===== config.mk =====
export PLATFORM = sky130hd
export DESIGN_NAME = conv_signal_routing_and_dio
export DESIGN_NICKNAME = d
export VERILOG_FILES = /design/src/conv_signal_routing_and_dio.v
export VERILOG_INCLUDE_DIRS = /design/src
export SDC_FILE = /design/constraint.sdc
export NUM_CORES = 1
export LEC_CHECK = 0
export ABC_AREA = 0
export BUFFER_PORTS_ARGS = -buffer_cell sky130_fd_sc_hd__buf_2
export CORE_MARGIN = 5
export CORE_UTILIZATION = 55
export DETAILED_ROUTE_END_ITERATION = 8
export PLACE_DENSITY = 0.8
export SLEW_MARGIN = 10
export SYNTH_ARGS = -nofsm -noshare
export SYNTH_HDL_FRONTEND = slang
export SYNTH_SLANG_ARGS = --single-unit

===== constraint.sdc =====
create_clock -name aclk -period 10.9 [get_ports aclk]
set_input_delay 1.635 -clock aclk [delete_from_list [all_inputs] [get_ports aclk]]
set_output_delay 1.635 -clock aclk [all_outputs]
set_load 0.1 [all_outputs]

===== src/conv_signal_map.vh =====
// Purpose: Register map, field positions, reset values and timing counts
// Assumes: 32-bit AXI4-Lite register bus, byte addresses, 100 MHz logic clock
// Notes:   Definitions only; included by the routing and digital port block
`ifndef CONV_SIGNAL_MAP_VH
`define CONV_SIGNAL_MAP_VH

// Register byte offsets (low 12 address bits are decoded)
`define OFS_OUTPUT_ROUTE      12'h340
`define OFS_SOURCE_SELECT     12'h344
`define OFS_FRAME_TIMER_CTRL  12'h348
`define OFS_DIGITAL_INPUT     12'h354
`define OFS_DEBOUNCE          12'h358
`define OFS_DIGITAL_OUTPUT    12'h35c
`define OFS_OUTPUT_ENABLE     12'h360
`define OFS_IRQ_ENABLE        12'h36c
`define OFS_ACK_MODE          12'h380
`define OFS_IRQ_STATUS        12'h384

// Routing and source field positions and codes
`define FLD_CLOCK_A_LSB       0
`define FLD_CLOCK_B_LSB       2
`define FLD_TRIGGER_LSB       4
`define CODE_REAR             2'h2
`define CODE_FRONT            2'h3
`define ROUTE_RESET           6'h00
`define SOURCE_RESET          6'h00

// Front line indices used by the conversion signals
`define LINE_CLOCK_A          0
`define LINE_CLOCK_B          2
`define LINE_TRIGGER          4

// Frame timer control fields
`define BIT_TIMER_ENABLE      31
`define BIT_TIMER_CLOCK_SEL   30
`define BIT_TIMER_EXPIRED     29
`define RELOAD_RESET          28'hfffffff

// Interrupt enable and status bit positions
`define BIT_IRQ_TIMER         29
`define BIT_IRQ_TRIGGER       28

// Debounce timing: unit time in ns and clock period in ns
`define DEBOUNCE_UNIT_NS      50
`define CLK_PERIOD_NS         10
`define DEBOUNCE_UNIT_CYC     20'h00005 // 50 ns over a 10 ns clock
`define DEBOUNCE_RESET        16'h0000

// AXI responses
`define RESP_OKAY             2'h0
`define RESP_SLVERR           2'h2

`endif


===== src/conv_signal_routing_and_dio.v =====
// Purpose: Conversion signal routing, frame timer and 8-line digital port
// Assumes: Generator signals arrive on aclk; pins are asynchronous to aclk
// Notes:   Rules carried out, one to a line
`timescale 1ns/100ps
`include "conv_signal_map.vh"

module conv_signal_routing_and_dio
(
	// Clock, reset and clock enable
	input  wire        aclk,
	input  wire        aresetn,
	input  wire        clk_en,
	// AXI4-Lite write address and data
	input  wire [11:0] s_axi_awaddr,
	input  wire        s_axi_awvalid,
	output wire        s_axi_awready,
	input  wire [31:0] s_axi_wdata,
	input  wire [3:0]  s_axi_wstrb,
	input  wire        s_axi_wvalid,
	output wire        s_axi_wready,
	// AXI4-Lite write response
	output wire [1:0]  s_axi_bresp,
	output wire        s_axi_bvalid,
	input  wire        s_axi_bready,
	// AXI4-Lite read
	input  wire [11:0] s_axi_araddr,
	input  wire        s_axi_arvalid,
	output wire        s_axi_arready,
	output wire [31:0] s_axi_rdata,
	output wire [1:0]  s_axi_rresp,
	output wire        s_axi_rvalid,
	input  wire        s_axi_rready,
	// On-board generator outputs
	input  wire        gen_clock_a,
	input  wire        gen_clock_b,
	input  wire        gen_frame_trigger,
	// Rear connector conversion pins
	input  wire        rear_clock_a_in,
	output wire        rear_clock_a_out,
	output wire        rear_clock_a_oe,
	input  wire        rear_clock_b_in,
	output wire        rear_clock_b_out,
	output wire        rear_clock_b_oe,
	input  wire        rear_trigger_in,
	output wire        rear_trigger_out,
	output wire        rear_trigger_oe,
	// Front digital lines
	input  wire [7:0]  digital_line_in,
	output wire [7:0]  digital_line_out,
	output wire [7:0]  digital_line_oe,
	// Selected conversion signals and status
	output wire        conversion_clock_a,
	output wire        conversion_clock_b,
	output wire        frame_start_trigger,
	output wire        frame_timer_expired,
	output wire        irq_pending
);

	// Source selection shared by the three conversion signals
	function sel_source;
		input [1:0] code;
		input       gen;
		input       rear;
		input       front;
		begin
			if (code == `CODE_REAR)
				sel_source = rear;
			else if (code == `CODE_FRONT)
				sel_source = front;
			else
				sel_source = gen; // Codes 0x and reserved take the generator
		end
	endfunction

	// Byte-lane merge of a write into an old value
	function [31:0] merge_bytes;
		input [31:0] old;
		input [31:0] data;
		input [3:0]  strb;
		integer      i;
		begin
			merge_bytes = old;
			for (i = 0; i < 4; i = i + 1)
				if (strb[i])
					merge_bytes[i*8 +: 8] = data[i*8 +: 8];
		end
	endfunction

	// Software registers
	reg  [5:0]  route_reg;
	reg  [5:0]  source_reg;
	reg         timer_enable_reg;
	reg         timer_clock_sel_reg;
	reg  [27:0] timer_reload_reg;
	reg  [15:0] debounce_reg;
	reg  [7:0]  drive_value_reg;
	reg  [7:0]  drive_enable_reg;
	reg         irq_en_timer_reg;
	reg         irq_en_trigger_reg;
	reg         ack_on_read_reg;
	reg         irq_timer_reg;
	reg         irq_trigger_reg;

	// Bus state
	reg         aw_held_reg;
	reg  [11:0] aw_addr_reg;
	reg         w_held_reg;
	reg  [31:0] w_data_reg;
	reg  [3:0]  w_strb_reg;
	reg         bvalid_reg;
	reg  [1:0]  bresp_reg;
	reg         rvalid_reg;
	reg  [31:0] rdata_reg;
	reg  [1:0]  rresp_reg;

	// Pin and line state
	reg  [2:0]  rear_s1_reg;
	reg  [2:0]  rear_s2_reg;
	reg  [2:0]  rear_s3_reg;
	reg  [2:0]  rear_lvl_reg;
	reg  [7:0]  line_s1_reg;
	reg  [7:0]  line_s2_reg;
	reg  [7:0]  line_s3_reg;
	reg  [7:0]  line_sync_reg;
	reg  [7:0]  line_level_reg;
	reg  [7:0]  line_out_reg;
	reg  [7:0]  line_oe_reg;
	reg  [2:0]  rear_out_reg;
	reg  [2:0]  rear_oe_reg;

	// Conversion signal and frame timer state
	reg         conv_a_reg;
	reg         conv_b_reg;
	reg         trigger_reg;
	reg         conv_a_prev_reg;
	reg         conv_b_prev_reg;
	reg         trigger_prev_reg;
	reg  [27:0] timer_count_reg;
	reg         timer_running_reg;
	reg         timer_expired_reg;

	wire        write_go;
	wire        read_go;
	wire [31:0] reload_merged;
	wire [31:0] debounce_merged;
	wire [19:0] debounce_cycles;
	wire        trigger_event;
	wire        timer_tick;
	wire        timer_expiry;
	wire        status_wr;
	wire        status_rd;

	// Handshakes: write address and data are ready while their holding slots are free, read address while no read answer waits
	assign s_axi_awready = ~aw_held_reg;
	assign s_axi_wready  = ~w_held_reg;
	assign s_axi_bvalid  = bvalid_reg;
	assign s_axi_bresp   = bresp_reg;
	assign s_axi_arready = ~rvalid_reg;
	assign s_axi_rvalid  = rvalid_reg;
	assign s_axi_rdata   = rdata_reg;
	assign s_axi_rresp   = rresp_reg;

	// The write commits once address and data are both held and no response waits
	assign write_go  = clk_en & aw_held_reg & w_held_reg & ~bvalid_reg;
	assign read_go   = clk_en & s_axi_arvalid & ~rvalid_reg;
	assign reload_merged   = merge_bytes({4'h0, timer_reload_reg}, w_data_reg, w_strb_reg);
	assign debounce_merged = merge_bytes({16'h0000, debounce_reg}, w_data_reg, w_strb_reg);
	assign status_wr = write_go & (aw_addr_reg == `OFS_IRQ_STATUS);
	assign status_rd = read_go & (s_axi_araddr == `OFS_IRQ_STATUS);

	// Address and data capture, in either order
	always @(posedge aclk)
	begin
		if (!aresetn)
		begin
			aw_held_reg <= 1'b0;
			aw_addr_reg <= 12'h000;
			w_held_reg  <= 1'b0;
			w_data_reg  <= 32'h00000000;
			w_strb_reg  <= 4'h0;
			bvalid_reg  <= 1'b0;
			bresp_reg   <= `RESP_OKAY;
		end
		else if (clk_en)
		begin
			if (s_axi_awvalid && !aw_held_reg)
			begin
				aw_held_reg <= 1'b1;
				aw_addr_reg <= s_axi_awaddr;
			end
			if (s_axi_wvalid && !w_held_reg)
			begin
				w_held_reg <= 1'b1;
				w_data_reg <= s_axi_wdata;
				w_strb_reg <= s_axi_wstrb;
			end
			if (write_go)
			begin
				aw_held_reg <= 1'b0;
				w_held_reg  <= 1'b0;
				bvalid_reg  <= 1'b1;
				case (aw_addr_reg)
					`OFS_OUTPUT_ROUTE, `OFS_SOURCE_SELECT, `OFS_FRAME_TIMER_CTRL,
					`OFS_DIGITAL_INPUT, `OFS_DEBOUNCE, `OFS_DIGITAL_OUTPUT,
					`OFS_OUTPUT_ENABLE, `OFS_IRQ_ENABLE, `OFS_ACK_MODE,
					`OFS_IRQ_STATUS: bresp_reg <= `RESP_OKAY;
					default:         bresp_reg <= `RESP_SLVERR;
				endcase
			end
			else if (bvalid_reg && s_axi_bready)
				bvalid_reg <= 1'b0;
		end
	end

	// Register writes; unwritten byte lanes keep their old contents
	always @(posedge aclk)
	begin
		if (!aresetn)
		begin
			route_reg           <= `ROUTE_RESET;
			source_reg          <= `SOURCE_RESET;
			timer_enable_reg    <= 1'b0;
			timer_clock_sel_reg <= 1'b0;
			timer_reload_reg    <= `RELOAD_RESET;
			debounce_reg        <= `DEBOUNCE_RESET;
			drive_value_reg     <= 8'h00;
			drive_enable_reg    <= 8'h00;
			irq_en_timer_reg    <= 1'b0;
			irq_en_trigger_reg  <= 1'b0;
			ack_on_read_reg     <= 1'b0;
		end
		else if (write_go)
		begin
			case (aw_addr_reg)
				`OFS_OUTPUT_ROUTE:
					if (w_strb_reg[0])
						route_reg <= w_data_reg[5:0];
				`OFS_SOURCE_SELECT:
					if (w_strb_reg[0])
						source_reg <= w_data_reg[5:0];
				`OFS_FRAME_TIMER_CTRL:
				begin
					timer_reload_reg <= reload_merged[27:0];
					if (w_strb_reg[3])
					begin
						timer_enable_reg    <= w_data_reg[`BIT_TIMER_ENABLE];
						timer_clock_sel_reg <= w_data_reg[`BIT_TIMER_CLOCK_SEL];
					end
				end
				`OFS_DEBOUNCE:
					debounce_reg <= debounce_merged[15:0];
				`OFS_DIGITAL_OUTPUT:
					if (w_strb_reg[0])
						drive_value_reg <= w_data_reg[7:0];
				`OFS_OUTPUT_ENABLE:
					if (w_strb_reg[0])
						drive_enable_reg <= w_data_reg[7:0];
				`OFS_IRQ_ENABLE:
					if (w_strb_reg[3])
					begin
						irq_en_timer_reg   <= w_data_reg[`BIT_IRQ_TIMER];
						irq_en_trigger_reg <= w_data_reg[`BIT_IRQ_TRIGGER];
					end
				`OFS_ACK_MODE:
					if (w_strb_reg[0])
						ack_on_read_reg <= w_data_reg[0];
				default:
					ack_on_read_reg <= ack_on_read_reg;
			endcase
		end
	end

	// Read answer one cycle after the address is taken; reserved bits read zero
	always @(posedge aclk)
	begin
		if (!aresetn)
		begin
			rvalid_reg <= 1'b0;
			rdata_reg  <= 32'h00000000;
			rresp_reg  <= `RESP_OKAY;
		end
		else if (clk_en)
		begin
			if (read_go)
			begin
				rvalid_reg <= 1'b1;
				rresp_reg  <= `RESP_OKAY;
				case (s_axi_araddr)
					`OFS_OUTPUT_ROUTE:     rdata_reg <= {26'h0000000, route_reg};
					`OFS_SOURCE_SELECT:    rdata_reg <= {26'h0000000, source_reg};
					`OFS_FRAME_TIMER_CTRL: rdata_reg <= {timer_enable_reg,
						timer_clock_sel_reg, timer_expired_reg, 1'b0, timer_reload_reg};
					`OFS_DIGITAL_INPUT:    rdata_reg <= {24'h000000, line_level_reg};
					`OFS_DEBOUNCE:         rdata_reg <= {16'h0000, debounce_reg};
					`OFS_DIGITAL_OUTPUT:   rdata_reg <= {24'h000000, drive_value_reg};
					`OFS_OUTPUT_ENABLE:    rdata_reg <= {24'h000000, drive_enable_reg};
					`OFS_IRQ_ENABLE:       rdata_reg <= {2'h0, irq_en_timer_reg,
						irq_en_trigger_reg, 28'h0000000};
					`OFS_ACK_MODE:         rdata_reg <= {31'h00000000, ack_on_read_reg};
					`OFS_IRQ_STATUS:       rdata_reg <= {2'h0, irq_timer_reg,
						irq_trigger_reg, 28'h0000000};
					default:
					begin
						rdata_reg <= 32'h00000000;
						rresp_reg <= `RESP_SLVERR;
					end
				endcase
			end
			else if (rvalid_reg && s_axi_rready)
				rvalid_reg <= 1'b0;
		end
	end

	// Rear inputs: three stages, the level moves only when stages two and three agree
	always @(posedge aclk)
	begin
		if (!aresetn)
		begin
			rear_s1_reg  <= 3'h0;
			rear_s2_reg  <= 3'h0;
			rear_s3_reg  <= 3'h0;
			rear_lvl_reg <= 3'h0;
		end
		else if (clk_en)
		begin
			rear_s1_reg  <= {rear_trigger_in, rear_clock_b_in, rear_clock_a_in};
			rear_s2_reg  <= rear_s1_reg;
			rear_s3_reg  <= rear_s2_reg;
			rear_lvl_reg <= (rear_s2_reg & rear_s3_reg) |
				(rear_lvl_reg & (rear_s2_reg ^ rear_s3_reg));
		end
	end

	// Stable time needed before a line level changes, in logic clocks
	assign debounce_cycles = ({4'h0, debounce_reg} + 20'h00001) *
		`DEBOUNCE_UNIT_CYC;

	// Per-line synchroniser and debounce filter
	genvar gi;
	generate
		for (gi = 0; gi < 8; gi = gi + 1)
		begin : g_line
			reg [19:0] stable_cnt_reg;

			// Count while the synchronised level differs from the filtered one
			always @(posedge aclk)
			begin
				if (!aresetn)
				begin
					line_s1_reg[gi]    <= 1'b0;
					line_s2_reg[gi]    <= 1'b0;
					line_s3_reg[gi]    <= 1'b0;
					line_sync_reg[gi]  <= 1'b0;
					line_level_reg[gi] <= 1'b0;
					stable_cnt_reg     <= 20'h00000;
				end
				else if (clk_en)
				begin
					line_s1_reg[gi] <= digital_line_in[gi];
					line_s2_reg[gi] <= line_s1_reg[gi];
					line_s3_reg[gi] <= line_s2_reg[gi];
					if (line_s2_reg[gi] == line_s3_reg[gi])
						line_sync_reg[gi] <= line_s3_reg[gi];
					// A glitch back to the filtered level restarts the wait
					if (line_sync_reg[gi] == line_level_reg[gi])
						stable_cnt_reg <= 20'h00000;
					else if (stable_cnt_reg + 20'h00001 >= debounce_cycles)
					begin
						line_level_reg[gi] <= line_sync_reg[gi];
						stable_cnt_reg     <= 20'h00000;
					end
					else
						stable_cnt_reg <= stable_cnt_reg + 20'h00001;
				end
			end
		end
	endgenerate

	// Selected conversion signals; front lines come through the filter
	always @(posedge aclk)
	begin
		if (!aresetn)
		begin
			conv_a_reg       <= 1'b0;
			conv_b_reg       <= 1'b0;
			trigger_reg      <= 1'b0;
			conv_a_prev_reg  <= 1'b0;
			conv_b_prev_reg  <= 1'b0;
			trigger_prev_reg <= 1'b0;
		end
		else if (clk_en)
		begin
			conv_a_reg <= sel_source(source_reg[`FLD_CLOCK_A_LSB +: 2], gen_clock_a,
				rear_lvl_reg[0], line_level_reg[`LINE_CLOCK_A]);
			conv_b_reg <= sel_source(source_reg[`FLD_CLOCK_B_LSB +: 2], gen_clock_b,
				rear_lvl_reg[1], line_level_reg[`LINE_CLOCK_B]);
			trigger_reg <= sel_source(source_reg[`FLD_TRIGGER_LSB +: 2], gen_frame_trigger,
				rear_lvl_reg[2], line_level_reg[`LINE_TRIGGER]);
			conv_a_prev_reg  <= conv_a_reg;
			conv_b_prev_reg  <= conv_b_reg;
			trigger_prev_reg <= trigger_reg;
		end
	end

	assign conversion_clock_a  = conv_a_reg;
	assign conversion_clock_b  = conv_b_reg;
	assign frame_start_trigger = trigger_reg;

	// Events are rising edges of the selected signals
	assign trigger_event = trigger_reg & ~trigger_prev_reg;
	assign timer_tick    = timer_clock_sel_reg ? (conv_b_reg & ~conv_b_prev_reg) :
		(conv_a_reg & ~conv_a_prev_reg);
	assign timer_expiry  = timer_running_reg & ~trigger_event & timer_tick &
		(timer_count_reg == timer_reload_reg);

	// Frame timer: a trigger restarts it, the reload+1-th clock edge expires it
	always @(posedge aclk)
	begin
		if (!aresetn)
		begin
			timer_count_reg   <= 28'h0000000;
			timer_running_reg <= 1'b0;
			timer_expired_reg <= 1'b0;
		end
		else if (clk_en)
		begin
			if (!timer_enable_reg)
				timer_running_reg <= 1'b0;
			else if (trigger_event)
			begin
				timer_count_reg   <= 28'h0000000;
				timer_running_reg <= 1'b1;
			end
			else if (timer_expiry)
				timer_running_reg <= 1'b0;
			else if (timer_running_reg && timer_tick)
				timer_count_reg <= timer_count_reg + 28'h0000001;
			// The trigger clears the flag whether or not the timer runs
			if (trigger_event)
				timer_expired_reg <= 1'b0;
			else if (timer_expiry)
				timer_expired_reg <= 1'b1;
		end
	end

	assign frame_timer_expired = timer_expired_reg;

	// Interrupt status: enable sampled before the event; set wins over acknowledge
	always @(posedge aclk)
	begin
		if (!aresetn)
		begin
			irq_timer_reg   <= 1'b0;
			irq_trigger_reg <= 1'b0;
		end
		else if (clk_en)
		begin
			if (timer_expiry && irq_en_timer_reg)
				irq_timer_reg <= 1'b1;
			else if ((status_wr && !ack_on_read_reg && w_strb_reg[3] &&
				w_data_reg[`BIT_IRQ_TIMER]) || (status_rd && ack_on_read_reg))
				irq_timer_reg <= 1'b0;
			if (trigger_event && irq_en_trigger_reg)
				irq_trigger_reg <= 1'b1;
			else if ((status_wr && !ack_on_read_reg && w_strb_reg[3] &&
				w_data_reg[`BIT_IRQ_TRIGGER]) || (status_rd && ack_on_read_reg))
				irq_trigger_reg <= 1'b0;
		end
	end

	assign irq_pending = irq_timer_reg | irq_trigger_reg;

	// Pin drivers: enabled digital output wins over any generator route
	always @(posedge aclk)
	begin
		if (!aresetn)
		begin
			line_out_reg <= 8'h00;
			line_oe_reg  <= 8'h00;
			rear_out_reg <= 3'h0;
			rear_oe_reg  <= 3'h0;
		end
		else if (clk_en)
		begin
			line_out_reg <= drive_value_reg;
			line_oe_reg  <= drive_enable_reg;
			if (!drive_enable_reg[`LINE_CLOCK_A] &&
				route_reg[`FLD_CLOCK_A_LSB +: 2] == `CODE_FRONT)
			begin
				line_out_reg[`LINE_CLOCK_A] <= gen_clock_a;
				line_oe_reg[`LINE_CLOCK_A]  <= 1'b1;
			end
			if (!drive_enable_reg[`LINE_CLOCK_B] &&
				route_reg[`FLD_CLOCK_B_LSB +: 2] == `CODE_FRONT)
			begin
				line_out_reg[`LINE_CLOCK_B] <= gen_clock_b;
				line_oe_reg[`LINE_CLOCK_B]  <= 1'b1;
			end
			if (!drive_enable_reg[`LINE_TRIGGER] &&
				route_reg[`FLD_TRIGGER_LSB +: 2] == `CODE_FRONT)
			begin
				line_out_reg[`LINE_TRIGGER] <= gen_frame_trigger;
				line_oe_reg[`LINE_TRIGGER]  <= 1'b1;
			end
			rear_out_reg <= {gen_frame_trigger, gen_clock_b, gen_clock_a};
			rear_oe_reg  <= {route_reg[`FLD_TRIGGER_LSB +: 2] == `CODE_REAR,
				route_reg[`FLD_CLOCK_B_LSB +: 2] == `CODE_REAR,
				route_reg[`FLD_CLOCK_A_LSB +: 2] == `CODE_REAR};
		end
	end

	assign digital_line_out = line_out_reg;
	assign digital_line_oe  = line_oe_reg;
	assign rear_clock_a_out = rear_out_reg[0];
	assign rear_clock_a_oe  = rear_oe_reg[0];
	assign rear_clock_b_out = rear_out_reg[1];
	assign rear_clock_b_oe  = rear_oe_reg[1];
	assign rear_trigger_out = rear_out_reg[2];
	assign rear_trigger_oe  = rear_oe_reg[2];

endmodule // conv_signal_routing_and_dio


==> flow_metrics.py, run 1 <==
metrics = {
    "route": {
        "viasPerCell": 6.14,
        "first_iter_violations": 1998,
        "ant_nets": 0,
        "routed_wl_um": 71400,
        "dr.pass1.iters": 6,
        "drc": 0,
        "vias": 22600,
        "avgRoutedWirePerCell_um": 19.4,
    },
    "critical_path": {
        "crit_type": "reg2reg",
        "r2r_slack_ns": 3.65,
        "path_max_fanout": 12,
        "end_kind": "register",
        "crit_path_frequent_cell": "a21oi_1",
        "critPathTopFamily": "compound AO/OA/AOI/OAI gates",
        "r2r-start": "debounce_reg[0]",
        "crit_buf_inv": 1,
        "arrival_ns": 7.77,
        "cpPeakStageDelay_ns": 1.05,
        "cp-start-kind": "register",
        "cp_cell_sequence": "ha_1 -> nand2_1 -> xor2_1 -> inv_1 -> ha_1 -> fa_1 -> a21o_1 -> a21oi_1 -> o21bai_1 -> a21oi_1 -> o21bai_1 -> a21oi_1 -> o21bai_1 -> a21oi_1 -> xor2_1 -> ha_1 -> o21a_1 -> o22ai_1 -> o21ai_0 -> a2111oi_2 -> o22ai_2 -> a21oi_2 -> a22o_1",
        "r2r_cells": 23,
        "required_ns": 11.42,
        "slowest_stage": "xor2_1",
        "rr_endpoint": "g_line[7].stable_cnt_reg[12]",
    },
    "clock_network": {
        "cts_buffers": 47,
        "cts_num_sinks": 435,
        "cts_tree": "done",
        "clk_latency_ns": 0.59,
        "root_buffer": "clkbuf_16",
        "cts_max_level": 2,
        "clk_pin_slew_worst_paths_ns": 0.07,
        "hold_buffers": 0,
        "postCtsSetupRepairBufs": 0,
        "clockBufferDepth": 3,
        "cts_resized": 0,
    },
    "final_layout": {
        "seqCellArea_um2": 8710,
        "largest_reg_flops": 160,
        "drive_gt1_frac": 0.102,
        "fin_area_um2": 27400,
        "multi_input_area_um2": 15200,
        "syn2layout_area_growth_pct": 10.9,
        "layout_common_cells": "435 x dfxtp_1, 377 x nand2_1, 268 x nor2_1",
        "mostFrequentLayoutCell": "dfxtp_1",
        "diodes": 0,
        "fill_cells": 3765,
        "finish.utilization": 0.619,
        "final_nets": 3319,
        "fin_cells": 3679,
    },
    "power": {
        "peakVddDrop_v": 0.0000956,
        "leakage_nw": 11.6,
        "power_density_nw_per_um2": 127,
        "total_power_mw": 3.48,
    },
    "floorplanning": {
        "rows": 77,
        "die_area_um2": 49300,
        "core-area_um2": 44300,
        "ioPinCount": 150,
        "die_h_um": 222,
        "initial_core_util": 0.558,
        "die_x_um": 222,
    },
    "grt": {
        "grt_pass1_wl_um": 113000,
        "grt_busiest_layer": "met2",
        "grt_overflow": 0,
        "grt_antenna_before_repair": 1,
        "grtUsageMet2": 0.463,
        "grtUsageMet3": 0.0451,
        "first_global_vias": 21800,
        "grt_usage": 0.276,
        "grt_max_degree": 134,
        "gr-usage-met1": 0.341,
    },
    "yosys": {
        "synth_edf_count": 0,
        "synth.top_cell.area_share": 0.352,
        "synth-seq-cells": 435,
        "yosysTopAreaCell": "dfxtp_1",
        "synth_area_leaders": "dfxtp_1 35%, ha_1 9.2%, nand2_1 5.7%, mux2i_1 4.7%, xnor2_1 4.6%",
        "synth_warnings": 0,
        "yosysUniqueCellTypes": 95,
        "netlist_area_um2": 24700,
        "syn_area_per_cell_um2": 8.29,
        "ys.flop_type": "dfxtp_1",
        "synth_seq_area_share": 0.352,
        "syn_inst": 2986,
        "ys_async_sr_fraction": 0,
    },
    "timing": {
        "timing.final.ws_setup_ns": 3.65,
        "fin_crit_sh": 0.665,
        "drv_slew": 0,
        "final-setup-viol-count": 0,
        "fin_skew_ns": 0.0191,
        "timing.hold.ws_ns": 0.451,
        "max_freq_ghz": 0.138,
        "worst_slew_pin_slew_ns": 1.35,
        "rsz0062_at_grt": "no",
        "maxSlewHeadroom": 0.100,
        "fin_setup_tns_ns": 0,
        "fin_crit_ns": 7.25,
        "hold_viol": 0,
    },
    "worst_hold_path": {
        "hold_depth": 2,
        "hp-class": "reg2reg",
        "hp-start": "aw_addr_reg[9]",
        "hold_path_end": "aw_addr_reg[9]",
    },
    "place": {
        "io_buffers": 147,
        "dp_slack_ns": 3.82,
        "place_congestion": 0.966,
        "placedInstanceArea_um2": 25900,
        "place_hpwl_um": 49200,
        "dp.cells": 3597,
    },
    "job": {
        "cap_viol_max_count": 0,
    },
    "status": {
        "outcome": "complete, no violations",
    },
}
## how the worst max path moves through the flow
stage / start / endpoint / slack (ns) / depth (start not counted)
final: debounce_reg[0] / g_line[7].stable_cnt_reg[12] / 3.65 / 23
after global routing: debounce_reg[0] / g_line[6].stable_cnt_reg[0] / 3.25 / 24
after CTS: debounce_reg[0] / g_line[7].stable_cnt_reg[12] / 3.80 / 23
after detailed placement: debounce_reg[0] / g_line[7].stable_cnt_reg[3] / 3.82 / 23
after global placement: debounce_reg[0] / g_line[7].stable_cnt_reg[19] / 4.04 / 23
after floorplan: debounce_reg[0] / g_line[7].stable_cnt_reg[12] / 5.41 / 25
## layer usage
metal	share of wire	wire length, µm	vias to the layer above
li1	-	-	10800
met1	0.41	29200	10600
met2	0.46	33000	907
met3	0.074	5310	215
met4	0.055	3890	2
met5	0.00018	13	-
## where the power goes
part / total (mW) / leakage (nW) / internal (mW) / switching, mW
combinational: 0.199 / 7.25 / 0.0500 / 0.149
sequential: 1.63 / 3.52 / 1.61 / 0.0209
clock: 1.65 / 0.784 / 0.976 / 0.676
total: 3.48 / 11.6 / 2.64 / 0.846
## kinds of logic after synthesis
| family | count (synthesis) | share of synthesized area |
|---|---|---|
| other | 1 | 0.000152 |
| and+or+nand+nor | 1201 | 0.230 |
| buffers and inverters | 213 | 0.0350 |
| xor gates and xnor gates | 219 | 0.0781 |
| muxes | 118 | 0.0478 |
| AOI/OAI and AO/OA | 615 | 0.164 |
| adders and majority gates | 184 | 0.0932 |
| DFF | 435 | 0.352 |
## synthesized netlist by cell type (6+ instances only)
cell type and instances:
nand3b_1 10, or2_2 17, buf_2 20, a22oi_1 16, nand2_1 378, mux2i_1 116, nor4_1 29, a222oi_1 12
a41oi_1 6, dfxtp_1 435, xnor2_1 130, nor3_1 61, clkbuf_1 113, nor2b_1 18, o21a_1 11, o211ai_1 15
o21ai_0 93, and4_1 8, a22o_1 37, nand4_1 25, a21o_1 38, nand2b_1 23, or3_1 20, buf_1 16
a31oi_1 49, a21oi_1 208, nand3_1 226, o31ai_1 6, ha_1 182, and3_1 58, nor2_1 271, a31o_2 6
inv_1 55, and2_1 22, nor3b_1 12, a221oi_1 13, xor2_1 87, a211oi_1 35
## tightest hold or removal path, cell delays in order, from the launching register on
cell and delay (ns):
dfxtp_1 0.30, nand2_1 0.05, a21oi_1 0.05
## cell type report
type | instances | area share
multi-input cells | 2339 | 0.555
inverters | 55 | 0.00780
well taps | 592 | 0.0270
clock inverters | 14 | 0.00702
clock buffers | 68 | 0.0505
repair buffers | 176 | 0.0354
flip-flops and latches | 435 | 0.317
Power figures use the tool's default switching activity.
==> run 2: changes to the inputs <==
Settings changed: PLACE_DENSITY 0.8 to 0.83.
Clock period 10.9 ns to 6.5 ns, I/O delays scaled along.
==> run 2 against run 1 <==
  * Critical path type unchanged
  * Sequential share of layout area fell by 0.31 points
  * Non-clock buffer count rose by 23
  * Cell area rose by 1.0%
  * Count of clock-buffer cells in the layout fell by 3
  * Via count rose by 2.3%
  * First-iteration DRC count rose by 4.9%
  * Sequential power rose by 67%
  * Largest power group unchanged
==> flow_metrics.py, run 2 (synthesis gave the netlist of run 1 again) <==
metrics = {
    "status": {
        "outcome": "complete, no violations",
    },
    "route": {
        "ant_nets": 0,
        "dr.pass1.iters": 8,
        "viasPerCell": 6.23,
        "drc": 0,
        "vias": 23100,
        "avgRoutedWirePerCell_um": 19.5,
        "routed_wl_um": 72300,
        "first_iter_violations": 2096,
    },
    "power": {
        "leakage_nw": 11.7,
        "p_clk_frac": 0.478,
        "net-switching-power_mw": 1.46,
        "total_power_mw": 5.90,
        "peakVddDrop_v": 0.000226,
        "power_density_nw_per_um2": 213,
        "p_sw_frac": 0.247,
        "power_frac_comb": 0.058,
        "internal-power_mw": 4.44,
        "p_seq_frac": 0.464,
    },
    "floorplanning": {
        "rows": 77,
        "die_h_um": 222,
        "ioPinCount": 150,
        "core-area_um2": 44300,
        "initial_core_util": 0.558,
        "die_area_um2": 49300,
        "die_x_um": 222,
    },
    "job": {
        "cap_viol_max_count": 0,
    },
    "timing": {
        "max_freq_ghz": 0.165,
        "fin_crit_ns": 6.06,
        "maxSlewHeadroom": 0.165,
        "drv_slew": 0,
        "hold_viol": 0,
        "worst_slew_pin_slew_ns": 1.24,
        "fin_skew_ns": 0.0217,
        "final-setup-viol-count": 0,
        "fin_crit_sh": 0.932,
        "fin_setup_tns_ns": 0,
    },
    "place": {
        "io_buffers": 147,
        "place_congestion": 0.927,
        "place_hpwl_um": 51100,
        "placedInstanceArea_um2": 26100,
    },
    "grt": {
        "grtUsageMet2": 0.468,
        "grt_max_degree": 143,
        "grt_pass1_wl_um": 115000,
        "first_global_vias": 22500,
        "gr-usage-met1": 0.343,
        "grt_busiest_layer": "met2",
        "grt_usage": 0.279,
        "grt_antenna_before_repair": 0,
        "grt_overflow": 0,
        "grtUsageMet3": 0.0551,
    },
    "worst_hold_path": {
        "hp-start": "s_axi_rdata[25]",
        "hold_path_end": "s_axi_rdata[25]",
        "hp-class": "reg2reg",
        "hold_depth": 2,
    },
    "clock_network": {
        "cts_max_level": 2,
        "clk_latency_ns": 0.60,
        "cts_tree": "done",
        "postCtsSetupRepairBufs": 0,
        "hold_buffers": 0,
        "clk_pin_slew_worst_paths_ns": 0.06,
        "cts_buffers": 47,
        "clockBufferDepth": 3,
        "root_buffer": "clkbuf_16",
        "cts_num_sinks": 435,
    },
    "final_layout": {
        "final_nets": 3342,
        "largest_reg_flops": 160,
        "mostFrequentLayoutCell": "dfxtp_1",
        "diodes": 0,
        "fin_area_um2": 27700,
        "syn2layout_area_growth_pct": 12.0,
        "layout_common_cells": "433 x dfxtp_1, 377 x nand2_1, 268 x nor2_1",
        "drive_gt1_frac": 0.112,
    },
    "critical_path": {
        "end_kind": "register",
        "cp-start-kind": "register",
        "arrival_ns": 6.60,
        "r2r_cells": 27,
        "required_ns": 7.05,
        "r2r_slack_ns": 0.44,
        "rr_endpoint": "g_line[6].stable_cnt_reg[2]",
        "r2r-start": "debounce_reg[1]",
        "path_max_fanout": 9,
        "crit_type": "reg2reg",
    },
}
==> run 2: cell count changes in the layout (fill, tap and decap cells not counted), moves of 3 or more <==
cell	previous run	this run
buf_4	28	48
a21oi_1	208	205
clkbuf_8	13	7
buf_12	1	4
a21oi_2	4	7
clkinv_2	7	11
==> run 2: power by group through the flow <==
| stage | Combinational (mW) | Sequential [mW] | Clock (mW) |
|---|---|---|---|
| 2_1_floorplan | 0.187 | 2.83 | 0 |
| 3_3_place_gp | 0.330 | 2.79 | 0 |
| 3_5_place_dp | 0.337 | 2.79 | 0 |
| 4_1_cts | 0.339 | 2.73 | 2.83 |
| 5_1_grt | 0.366 | 2.74 | 2.95 |
| 6_report | 0.343 | 2.73 | 2.82 |
==> run 2: how the worst max path moves through the flow <==
stage,cells past startpoint,slack (ns),start,to
after floorplan,25,1.01,debounce_reg[0],g_line[7].stable_cnt_reg[12]
after global placement,26,0.49,debounce_reg[0],g_line[7].stable_cnt_reg[0]
after detailed placement,25,0.17,debounce_reg[0],g_line[7].stable_cnt_reg[6]
after CTS,25,0.12,debounce_reg[0],g_line[7].stable_cnt_reg[6]
after global routing,25,-0.004,debounce_reg[1],g_line[7].stable_cnt_reg[2]
final,27,0.44,debounce_reg[1],g_line[6].stable_cnt_reg[2]
==> run 2: what timing repair did <==
action	CTS	global route
gates resized for setup	0	12
setup endpoints to repair	0	54
hold endpoints to repair	0	0
==> run 2: area by class of cell <==
type	count	area, µm²
multi-input cells	2339	15300
well taps	592	741
inverters	55	214
repair buffers	199	1180
clock buffers	65	1340
fillers	3647	16600
clock inverters	22	288
flip-flops and latches	435	8710
==> run 2: critical path, cell delays in order, from the launching register on <==
cell	delay (ns)
dfxtp_1	0.39
ha_2	0.27
nand2_1	0.11
xor2_2	0.19
inv_1	0.07
ha_1	0.34
fa_1	0.46
a21o_1	0.18
a21oi_2	0.21
o21bai_1	0.11
a21oi_2	0.20
o21bai_1	0.12
a21oi_1	0.24
o21bai_1	0.09
a21oi_1	0.17
xor2_1	0.09
buf_4	0.21
ha_1	0.25
a2111oi_0	0.42
o21ai_0	0.21
a211oi_1	0.28
o21ai_0	0.14
buf_4	0.17
a211oi_4	0.32
o22ai_4	0.13
buf_4	0.18
a211oi_1	0.28
o22a_1	0.18
==> run 2: metal layers <==
metal	vias to the layer above	routed length, µm
li1	10900	-
met1	11000	29000
met2	998	33600
met3	251	5740
met4	0	3930
met5	-	0
==> run 2: metrics by stage <==
step	worst slack (ns)	cells	hold WS, ns	util
finish	0.443	3707	0.451	0.626
global route	-0.00381	3707	0.468	0.626
CTS	0.123	3707	0.451	0.625
detailed placement	0.169	3620	0.443	0.588
global placement	0.489	3620	0.438	0.588
floorplan	1.01	2987	0.431	-
